$ cat config.mk
export PLATFORM = sky130hd
export DESIGN_NAME = reset_cause_and_init_logic
export DESIGN_NICKNAME = d
export VERILOG_FILES = /design/src/reset_cause_pkg.sv /design/src/reset_cause_and_init_logic.sv
export VERILOG_INCLUDE_DIRS = /design/src
export SDC_FILE = /design/constraint.sdc
export NUM_CORES = 1
export LEC_CHECK = 0
export BUFFER_PORTS_ARGS = -buffer_cell sky130_fd_sc_hd__buf_2
export CORE_ASPECT_RATIO = 1.5
export CORE_UTILIZATION = 30
export CTS_CLUSTER_DIAMETER = 100
export DETAILED_ROUTE_END_ITERATION = 12
export PLACE_DENSITY = 0.54
export SLEW_MARGIN = 0
export SYNTH_ARGS = -nofsm -noshare
export SYNTH_HDL_FRONTEND = slang
export SYNTH_SLANG_ARGS = --single-unit
$ cat constraint.sdc
create_clock -name clk -period 4.85 [get_ports clk]
set_clock_uncertainty 0.05 [all_clocks]
set_input_delay 0.97 -clock clk [delete_from_list [all_inputs] [get_ports clk]]
set_output_delay 0.97 -clock clk [all_outputs]
set_load 0.02 [all_outputs]
$ cat src/reset_cause_params.svh
// constants of the reset cause and init block
`ifndef RESET_CAUSE_PARAMS_SVH
`define RESET_CAUSE_PARAMS_SVH
// ****************************************
// control codes
// ****************************************
`define UV_CODE_ENABLE 8'h5A
`define UV_CODE_DISABLE 8'hA5
`define WE_CODE_ENABLE 5'h0A
`define WE_CODE_DISABLE 5'h15
`define WE_MSB 7
`define WE_LSB 3
// ****************************************
// reset values
// ****************************************
`define WATCHDOG_CONTROL_REG_INIT 8'h53
`define UVC_INIT 8'h5A
`define PORT_INIT 8'hFF
// ****************************************
// timing
// ****************************************
`define CLK_PERIOD_NS 4
`define SRESET_DELAY_NS 64
`define SRESET_CYCLES ((`SRESET_DELAY_NS + `CLK_PERIOD_NS - 1) / `CLK_PERIOD_NS)
`endif

$ cat src/reset_cause_pkg.sv
// types of the reset cause and init block
package reset_cause_pkg;
    typedef enum logic [1:0] {MODE_FAST, MODE_SLOW, MODE_IDLE, MODE_SLEEP} mode_t;
    typedef struct packed {
        logic wdtExpiry;
        logic powerdown;
    } status_t;
    typedef struct packed {
        logic uvEvent;
        logic uvSwReset;
        logic wdSwReset;
    } swflags_t;
    typedef struct packed {
        status_t status;
        swflags_t sw;
    } cause_t;
    typedef struct packed {
        logic sysReset;
        logic pcClear;
        logic spTop;
        logic intDisable;
        logic timersOff;
        logic counterClear;
    } init_t;
    typedef struct packed {
        logic [2:0] lvSync;
        logic lvStable;
        logic [7:0] uvDelay;
        logic [7:0] wdDelay;
        cause_t cause;
        init_t init;
        logic [7:0] uvCtl;
        logic [7:0] wdtCtl;
        logic [2:0][7:0] portData;
        logic [2:0][7:0] portDir;
    } state_t;
endpackage : reset_cause_pkg

$ cat src/reset_cause_and_init_logic.sv
// reset cause flags and reset initialisation of the core
`include "reset_cause_params.svh"

// Operation
// - an undefined undervoltage control code sets its software-reset flag
// - that flag is cleared only by a software clear strobe of one or by power-on reset
// - watchdog expiry in fast or slow mode resets and sets expiry flag
// - such a reset keeps the power-down flag unchanged
// - watchdog expiry when idle or asleep clears only PC and stack pointer
// - such an expiry leaves expiry and power-down flags both at one
// - a low-voltage reset in fast or slow mode keeps both flags
// - expiry and power-down flags clear to zero on power-on reset
// - power-on reset zeroes program counter and disables all interrupts
// - power-on reset clears watchdog and time bases, watchdog then counts
// - power-on reset switches every timer module off
// - power-on reset makes every port pin an input
// - power-on reset points stack pointer at top of stack
// - control and port registers load defaults except on low-power watchdog reset; a low-voltage reset keeps the undervoltage code
// - undervoltage code enables, disables, or resets after fixed delay
// - undefined watchdog enable field resets after fixed delay
// - that reset sets watchdog software-reset flag, cleared only by software or by power-on reset
// - a real low-supply reset sets the undervoltage event flag
module reset_cause_and_init_logic #(
    parameter int SRESET_CYCLES = `SRESET_CYCLES
) (
    input wire logic clk,
    input wire logic rst,
    input wire reset_cause_pkg::mode_t cpuMode,
    input wire logic wdtTimeout,
    input wire logic lowVoltagePin,
    input wire logic haltExec,
    input wire logic clrWdtExec,
    input wire logic uvCtlWrite,
    input wire logic [7:0] uvCtlWdata,
    input wire logic wdtCtlWrite,
    input wire logic [7:0] wdtCtlWdata,
    input wire logic [2:0] portDataWrite,
    input wire logic [2:0] portDirWrite,
    input wire logic [7:0] portWdata,
    input wire reset_cause_pkg::swflags_t flagClear,
    output reset_cause_pkg::cause_t cause,
    output reset_cause_pkg::init_t init,
    output logic [7:0] uvCtl,
    output logic [7:0] wdtCtl,
    output logic [2:0][7:0] portData,
    output logic [2:0][7:0] portDir
);
    import reset_cause_pkg::*;

    // ****************************************
    // parameter check
    // ****************************************
    generate
        if (SRESET_CYCLES < 1 || SRESET_CYCLES > 255)
        begin : g_bad_delay
            $error("SRESET_CYCLES must lie in 1..255");
        end
    endgenerate

    localparam logic [7:0] DELAY_LAST = 8'(SRESET_CYCLES - 1);

    state_t s;
    state_t next_s;
    logic running;
    logic lvrOn;
    logic lvrHit;
    logic uvBad;
    logic wdBad;
    logic uvFire;
    logic wdFire;
    logic wdtRun;
    logic wdtIdle;
    logic fullReset;
    logic [2:0][7:0] portDataWr;
    logic [2:0][7:0] portDirWr;

    // ****************************************
    // per port software write
    // ****************************************
    generate
        for (genvar i = 0; i < 3; i++)
        begin : g_port
            assign portDataWr[i] = portDataWrite[i] ? portWdata : s.portData[i];
            assign portDirWr[i] = portDirWrite[i] ? portWdata : s.portDir[i];
        end
    endgenerate

    // ****************************************
    // reset sources
    // ****************************************
    assign running = (cpuMode == MODE_FAST) || (cpuMode == MODE_SLOW);
    // detector is off in the low-power modes
    assign lvrOn = running && (s.uvCtl == `UV_CODE_ENABLE);
    assign lvrHit = lvrOn && (s.lvSync[2] == s.lvSync[1]) && s.lvSync[2] && !s.lvStable;
    assign uvBad = (s.uvCtl != `UV_CODE_ENABLE)
        && (s.uvCtl != `UV_CODE_DISABLE);
    assign wdBad = (s.wdtCtl[`WE_MSB:`WE_LSB] != `WE_CODE_ENABLE)
        && (s.wdtCtl[`WE_MSB:`WE_LSB] != `WE_CODE_DISABLE);
    assign uvFire = uvBad && (s.uvDelay == DELAY_LAST);
    assign wdFire = wdBad && (s.wdDelay == DELAY_LAST);
    assign wdtRun = wdtTimeout && running;
    assign wdtIdle = wdtTimeout && !running;
    assign fullReset = lvrHit || wdtRun || uvFire || wdFire;

    // ****************************************
    // next state
    // ****************************************
    always_comb
    begin
        next_s = s;
        // first stage feeds the second only
        next_s.lvSync = {s.lvSync[1:0], lowVoltagePin};
        // an off detector forgets the level, so a supply still low on wake-up resets
        if (!lvrOn)
        begin
            next_s.lvStable = 1'b0;
        end
        else if (s.lvSync[2] == s.lvSync[1])
        begin
            next_s.lvStable = s.lvSync[2];
        end
        // delay counters restart once the code is legal again
        next_s.uvDelay = (uvBad && !uvFire) ? s.uvDelay + 8'h01 : 8'h00;
        next_s.wdDelay = (wdBad && !wdFire) ? s.wdDelay + 8'h01 : 8'h00;

        // init pulses last one cycle
        next_s.init = '0;
        if (fullReset)
        begin
            next_s.init = '1;
        end
        else if (wdtIdle)
        begin
            next_s.init.pcClear = 1'b1;
            next_s.init.spTop = 1'b1;
        end

        // registers: reset load beats software write
        if (wdtRun || uvFire || wdFire || lvrHit)
        begin
            next_s.wdtCtl = `WATCHDOG_CONTROL_REG_INIT;
            for (int i = 0; i < 3; i++)
            begin
                next_s.portData[i] = `PORT_INIT;
                next_s.portDir[i] = `PORT_INIT;
            end
            // a true low-supply reset keeps the undervoltage code
            if (!lvrHit || wdtRun || uvFire || wdFire)
            begin
                next_s.uvCtl = `UVC_INIT;
            end
        end
        else if (!wdtIdle)
        begin
            // writes in the idle expiry cycle are dropped, registers hold
            if (uvCtlWrite)
            begin
                next_s.uvCtl = uvCtlWdata;
            end
            if (wdtCtlWrite)
            begin
                next_s.wdtCtl = wdtCtlWdata;
            end
            next_s.portData = portDataWr;
            next_s.portDir = portDirWr;
        end

        // expiry flag: set wins over clear
        if (wdtTimeout)
        begin
            next_s.cause.status.wdtExpiry = 1'b1;
        end
        else if (clrWdtExec)
        begin
            next_s.cause.status.wdtExpiry = 1'b0;
        end
        // power-down flag: only halt or idle expiry set it
        if (wdtIdle || haltExec)
        begin
            next_s.cause.status.powerdown = 1'b1;
        end
        else if (clrWdtExec)
        begin
            next_s.cause.status.powerdown = 1'b0;
        end
        // running expiry and low-voltage reset leave powerdown alone

        // software flags: set wins over clear
        if (lvrHit)
        begin
            next_s.cause.sw.uvEvent = 1'b1;
        end
        else if (flagClear.uvEvent)
        begin
            next_s.cause.sw.uvEvent = 1'b0;
        end
        if (uvFire)
        begin
            next_s.cause.sw.uvSwReset = 1'b1;
        end
        else if (flagClear.uvSwReset)
        begin
            next_s.cause.sw.uvSwReset = 1'b0;
        end
        if (wdFire)
        begin
            next_s.cause.sw.wdSwReset = 1'b1;
        end
        else if (flagClear.wdSwReset)
        begin
            next_s.cause.sw.wdSwReset = 1'b0;
        end
    end

    // ****************************************
    // state register
    // ****************************************
    always_ff @(posedge clk or posedge rst)
    begin
        if (rst)
        begin
            s.lvSync <= 3'h0;
            s.lvStable <= 1'b0;
            s.uvDelay <= 8'h00;
            s.wdDelay <= 8'h00;
            s.cause <= '0;
            // init pulses stand through reset and the first cycle after
            s.init <= '1;
            s.uvCtl <= `UVC_INIT;
            s.wdtCtl <= `WATCHDOG_CONTROL_REG_INIT;
            s.portData <= {3{`PORT_INIT}};
            s.portDir <= {3{`PORT_INIT}};
        end
        else
        begin
            s <= next_s;
        end
    end

    assign cause = s.cause;
    assign init = s.init;
    assign uvCtl = s.uvCtl;
    assign wdtCtl = s.wdtCtl;
    assign portData = s.portData;
    assign portDir = s.portDir;
endmodule : reset_cause_and_init_logic

==> run summary, run 1 <==
==================================================================================
Result of the run                                                     finished, final reports clean
Data arrival time of the worst path                                        3.13 ns
Commonest register cell after synthesis                               sky130_fd_sc_hd__dfstp_2
Slack of the critical path                                                 1.86 ns
Buffer levels on the longest clock path                                          2
Overall Global Routing Usage                                                 0.159
Worst Max-Slew Pin Slew                                                    1.26 ns
Residual DRC                                                                     0
Worst rel slew slack                                                         0.160
Layout fillers                                                                1636
Final critical delay including setup and external delays                   2.99 ns
Antenna fix cells                                                                0
Share of the core filled with cells                                          0.342
Required time reported for the critical path endpoint                      5.00 ns
Top cell family by delay on the critical path                         simple AND/OR/NAND/NOR gates
Vias per inst                                                                 4.90
Floorplan core area                                                      15600 um2
H-Tree Level Count                                                               3
Launch point of the critical path                                     uvCtl[1]$_DFFE_PP1P_
RD Place Congestion                                                          0.836
Register bit count reported by yosys                                            91
Hold violation count in the final report                                         0
Pin count of the biggest net entering global routing                            58
Area of the mapped netlist                                                4800 um2
DR WL/cell                                                                 17.3 um
Wire length of the first global-routing pass                               19.7 mm
Pre-CTS setup slack                                                        1.83 ns
Setup Crit Path Kind                                                  flop to flop
Synth top area cells                                                  sky130_fd_sc_hd__dfstp_2 32%, sky130_fd_sc_hd__dfrtp_1 17%, sky130_fd_sc_hd__buf_4 12%
Iteration-0 DRC Markers                                                        154
Sw Share                                                                     0.322
Sum of buffers and inverters on the critical path                                1
Sequence of cells on the critical path                                or4b_4 > or2_0 > nand4_1 > buf_4 > o21ai_0
Power per cell area                                                     464 nW/um2
Antenna violations before repair                                                 0
Proportion of power drawn by flip-flops and latches                          0.431
Master cell of the clock root buffer                                  sky130_fd_sc_hd__clkbuf_16
Drt pass-1 iters                                                                 4
Setup repair after global routing missed its margin                          false
Critical path capture point                                           cause[1]$_DFFE_PP0P_
Cell with the largest stage delay on the worst path                   sky130_fd_sc_hd__nand4_1
Final Slew Violations                                                            0
Leftover overflow at the end of global routing                                   0
Async set-or-reset flop fraction in the synthesized netlist                   1.00
Endpoint kind of the worst setup timing path                                  flop
Final Cycle Share                                                            0.616
Input/output buffers                                                           116
Number of synthesis warnings                                                     0
Distinct cell type count of the synthesized netlist                             43
Syn_nets                                                                       519
Final-layout setup total negative slack                                       0 ns
Leakage power                                                              2.30 nW
Clock latency of the later-clocked register in the worst-skew pair         0.33 ns
Share of total power in the clock network                                    0.296
CTS clock-pin slew for the worst setup and hold paths                      0.07 ns
Maximum capacitance violations                                                   0
Layout Nets                                                                    551
Final wirelength                                                           12.4 mm
Post-detailed-route count of antenna-violating nets                              0
Maximum fanout along the worst path                                             41
Worst IR Drop VDD                                                       0.000140 V
Number of placement rows                                                        56
Cts bufs inserted                                                                9
Count of cells resized by post-cts repair                                        0
R2R depth                                                                        5
Number of global-route vias before repair                                     3598
Combinational fraction of design power                                       0.273
Stages on worst setup path                                                       5
Share of final-layout standard cells stronger than drive strength 1          0.395
Clock sink total                                                                91
Synthesized area per cell                                                 10.1 um2
Internal cell power                                                        1.68 mW
Area growth, synth to finish                                                 11.3%
Total of endpoints with negative setup slack in the final report                 0
Switching pwr                                                             0.797 mW
HPWL after detailed placement                                              8.19 mm
Die X-Extent                                                                105 um
R2R Path End                                                          cause[1]$_DFFE_PP0P_
Total number of vias                                                          3496
Worst r2r src                                                         uvCtl[1]$_DFFE_PP1P_
Reg2Reg Setup Slack                                                        1.86 ns
Setup bufs post-CTS                                                              0
Seq/Total Area, Yosys                                                        0.489
Cts-stage hold buffer count                                                      0
Floorplan die area                                                       16500 um2
Number of enable-type register cells in the synthesized netlist                  0
Startpoint type of the worst setup path                                       flop
CTS tree                                                                       yes
Largest stage delay on the critical path                                   0.66 ns
Number of ports placed on the die boundary                                     118
Height of the die                                                           157 um
Type of the worst min-delay path                                      flop to flop
Gate count of the mapped netlist                                               474
Highest Clock Rate                                                         335 MHz
Initial Util                                                                 0.307
Yosys top cell by area                                                sky130_fd_sc_hd__dfstp_2
Yosys top cell area share                                                    0.317
==================================================================================
-- power by group through the flow --
stage / sequential, mW / clock (mW) / combinational [mW]
final: 1.07 / 0.733 / 0.678
after global routing: 1.09 / 0.794 / 0.752
after CTS: 1.07 / 0.764 / 0.690
after detailed placement: 1.08 / 0 / 0.686
after global placement: 1.07 / 0 / 0.676
after floorplan: 1.05 / 0 / 0.638
-- cells in the mapped netlist, drive strengths merged, types with 2 or more instances --
master   n
nor2    20
or2      3
a21boi   7
a211oi  53
dfrtp   33
dfstp   58
or4b     2
and3     3
nor3     5
clkbuf  17
xnor2    6
inv      8
nor4     6
nand4b   2
ha       2
o21ai    3
o22ai    5
buf     87
nand4    3
a22oi    4
xor2     6
nand2    8
mux2i    5
nand3   60
nor2b   55
-- placed cells by master (no fill, tap or decap), drive strengths merged, types with 7 or more instances in the layout --
cell type and count:
a211oi 53, a21boi 7, buf 125, clkbuf 13, dfrtp 33, dfstp 58, inv 7, nand2 8
nand3 60, nor2 20, nor2b 55
-- flip-flops by register name, indices dropped and copies added, names as in the netlist --
name	flops
portData	24
portDir	24
s	18
uvCtl	8
wdtCtl	8
cause	5
init	2
next_s	2
-- kinds of logic (layout without fill, tap and decap cells) --
| group | after synthesis | after routing | synth area share |
|---|---|---|---|
| AND/OR/NAND/NOR | 175 | 175 | 0.202 |
| adder cells (fa/ha/maj) | 2 | 2 | 0.00521 |
| XOR/XNOR | 12 | 12 | 0.0219 |
| multiplexers | 5 | 5 | 0.0104 |
| buffers and inverters | 112 | 149 | 0.152 |
| AO/OA/AOI/OAI | 77 | 77 | 0.119 |
| flip-flops | 91 | 91 | 0.489 |
-- worst min-delay path by stage --
| stage | from | endpoint | cells past startpoint | slack [ns] |
|---|---|---|---|---|
| 2_1_floorplan | next_s[93]$_DFF_PP0_ | next_s[94]$_DFF_PP0_ | 0 | 0.28 |
| 3_3_place_gp | next_s[93]$_DFF_PP0_ | next_s[94]$_DFF_PP0_ | 0 | 0.29 |
| 3_5_place_dp | next_s[93]$_DFF_PP0_ | next_s[94]$_DFF_PP0_ | 0 | 0.29 |
| 4_1_cts | next_s[93]$_DFF_PP0_ | next_s[94]$_DFF_PP0_ | 0 | 0.31 |
| 5_1_grt | next_s[93]$_DFF_PP0_ | next_s[94]$_DFF_PP0_ | 0 | 0.31 |
| 6_report | next_s[93]$_DFF_PP0_ | next_s[94]$_DFF_PP0_ | 0 | 0.30 |
-- per-layer routing --
layer	wire, um	global-route usage
met1	5360	0.194
met2	6210	0.271
met3	513	0.0265
met4	274	0.0765
met5	0	0
-- cell type report --
type	count	area [um2]	share of cell area
inverters	8	31.3	0.00585
flip-flops and latches	91	2350	0.440
clock buffers	13	272	0.0508
repair buffers	125	648	0.121
clock inverters	3	45.0	0.00843
well taps	203	254	0.0475
multi-input cells	271	1740	0.326
-- stage by stage --
step,area [um2],instances,hold slack [ns],total power [mW]
detailed placement,5030,698,0.290,1.76
finish,5340,714,0.305,2.48
CTS,5340,714,0.306,2.52
floorplan,4800,474,0.281,1.69
global route,5340,714,0.307,2.63
global placement,5030,698,0.292,1.75
Power figures use the tool's default switching activity.
==> run 2: changes to the inputs <==
==> constraint.sdc (replaced) <==
create_clock -name clk -period 3 [get_ports clk]
set_clock_uncertainty 0.05 [all_clocks]
set_input_delay 0.6 -clock clk [delete_from_list [all_inputs] [get_ports clk]]
set_output_delay 0.6 -clock clk [all_outputs]
set_load 0.02 [all_outputs]
==> run summary, run 2 (same netlist as run 1, synthesis figures left out) <==
==================================================================================
Result of the run                                                     finished, final reports clean
Iteration-0 DRC Markers                                                        166
CTS tree                                                                       yes
Global routing met3 resource utilization                                    0.0335
Cts bufs inserted                                                                9
Required time reported for the critical path endpoint                      3.15 ns
Maximum fanout along the worst path                                             41
Worst IR Drop VDD                                                       0.000249 V
Final-layout setup total negative slack                                       0 ns
Total number of vias                                                          3514
Hold violation count in the final report                                         0
Pin count of the biggest net entering global routing                            92
Leftover overflow at the end of global routing                                   0
H-Tree Level Count                                                               3
Final Slew Violations                                                            0
Worst Max-Slew Pin Slew                                                   0.766 ns
Dpl cells                                                                      704
Endpoint kind of the worst setup timing path                                  flop
Post-Route Hold Slack                                                     0.301 ns
Wire length of the first global-routing pass                               19.7 mm
Type of the worst min-delay path                                      primary input to async pin
Input/output buffers                                                           116
Sequence of cells on the critical path                                or4b_4 > or2_0 > nand4_1 > buf_4 > o21ai_0
Number of placement rows                                                        56
Total of endpoints with negative setup slack in the final report                 0
Setup bufs post-CTS                                                              0
Cell with the largest stage delay on the worst path                   sky130_fd_sc_hd__dfstp_2
Met1 usage in global routing                                                 0.194
Residual DRC                                                                     0
GR peak layer                                                                 met2
Floorplan die area                                                       16500 um2
Layout fillers                                                                1604
Final cell count without fillers                                               720
Height of the die                                                           157 um
Overall Global Routing Usage                                                 0.159
Number of ports placed on the die boundary                                     118
Area growth, synth to finish                                                 12.5%
DR WL/cell                                                                 17.4 um
Buffer levels on the longest clock path                                          2
Initial Util                                                                 0.307
Data arrival time of the worst path                                        2.58 ns
Highest Clock Rate                                                         412 MHz
Largest stage delay on the critical path                                   0.55 ns
Share of the core filled with cells                                          0.346
Layout Nets                                                                    557
Final critical delay including setup and external delays                   2.43 ns
Footprint of the multi-input gates                                        1740 um2
Power per cell area                                                     734 nW/um2
Maximum capacitance violations                                                   0
Final wirelength                                                           12.5 mm
CTS clock-pin slew for the worst setup and hold paths                      0.07 ns
Setup repair after global routing missed its margin                          false
Worst rel slew slack                                                         0.483
Sum of buffers and inverters on the critical path                                1
RD Place Congestion                                                          0.803
Setup Crit Path Kind                                                  flop to flop
Number of global-route vias before repair                                     3560
Master cell of the clock root buffer                                  sky130_fd_sc_hd__clkbuf_16
Clock latency of the later-clocked register in the worst-skew pair         0.34 ns
Leakage power                                                              2.34 nW
Final Total Pwr                                                            3.97 mW
Post-detailed-route count of antenna-violating nets                              0
Cts-stage hold buffer count                                                      0
Die X-Extent                                                                105 um
Share of final-layout standard cells stronger than drive strength 1          0.404
Clock sink total                                                                91
Startpoint type of the worst setup path                                       flop
Final Cycle Share                                                            0.810
Commonest cells after routing, fill and taps aside                    116 x sky130_fd_sc_hd__buf_2, 60 x sky130_fd_sc_hd__nand3_1, 58 x sky130_fd_sc_hd__dfstp_2
Count of cells resized by post-cts repair                                        0
Floorplan core area                                                      15600 um2
Area of all sequential standard cells                                     2350 um2
Top cell family by delay on the critical path                         simple AND/OR/NAND/NOR gates
Antenna fix cells                                                                0
Drt pass-1 iters                                                                 4
HPWL after detailed placement                                              8.20 mm
Vias per inst                                                                 4.88
Biggest regs                                                          portData (24), portDir (24), s (18)
Antenna violations before repair                                                 0
Met2 Track Usage GR                                                          0.273
Most common cell after layout, fill and taps aside                    sky130_fd_sc_hd__buf_2
==================================================================================
## run 2: changes by cell type in the layout (fill, tap and decap cells not counted)
cell and delta:
sky130_fd_sc_hd__clkbuf_16 -1, sky130_fd_sc_hd__buf_4 +3, sky130_fd_sc_hd__clkinvlp_4 -1, sky130_fd_sc_hd__clkinv_2 +2
sky130_fd_sc_hd__buf_12 +3, sky130_fd_sc_hd__inv_6 +2, sky130_fd_sc_hd__clkbuf_8 -1, sky130_fd_sc_hd__clkbuf_1 -1
## run 2: stage by stage
step / area (um2) / worst slack [ns]
after floorplan: 4800 / 0.0824
after global placement: 5110 / 0.605
after detailed placement: 5110 / 0.550
after CTS: 5400 / 0.543
after global routing: 5400 / 0.406
final: 5400 / 0.571
## run 2: layout make-up
class                           instances  share of cell area
Sequential cell                        91               0.435
Multi-Input combinational cell        271               0.323
Timing Repair Buffer                  131               0.135
Tap cell                              203              0.0470
Clock buffer                           10              0.0424
Clock inverter                          6              0.0120
Inverter                                8             0.00579
## run 2: worst reg2reg max path: cells and delay by family (launching register included)
kind	cells	cell delay (ns)
and+or+nand+nor	3	1.06
AOI/OAI and AO/OA	1	0.18
buffers and inverters	1	0.45
DFF	1	0.55
## run 2: power breakdown
part	switching, mW	internal (mW)	leakage (nW)
clock	0.487	0.649	0.143
combinational	0.673	0.435	1.16
sequential	0.151	1.57	1.04
total	1.31	2.66	2.34
## run 2: worst paths after layout
check / start / depth (start not counted) / slack [ns] / to
max in group asynchronous: rst / 3 / 2.16 / portDir[2]$_DFFE_PP1P_
setup reg to reg: uvCtl[1]$_DFFE_PP1P_ / 5 / 0.57 / cause[1]$_DFFE_PP0P_
hold reg to reg: next_s[93]$_DFF_PP0_ / 0 / 0.30 / next_s[94]$_DFF_PP0_
setup / recovery: uvCtl[1]$_DFFE_PP1P_ / 5 / 0.57 / cause[1]$_DFFE_PP0P_
min in group clk: next_s[93]$_DFF_PP0_ / 0 / 0.30 / next_s[94]$_DFF_PP0_
hold / removal: rst / 3 / 0.30 / cause[1]$_DFFE_PP0P_
## run 2: metal layers
| metal | wire length (um) | vias up |
|---|---|---|
| li1 | - | 1663 |
| met1 | 5500 | 1741 |
| met2 | 6300 | 98 |
| met3 | 502 | 12 |
| met4 | 215 | 0 |
| met5 | 0 | - |
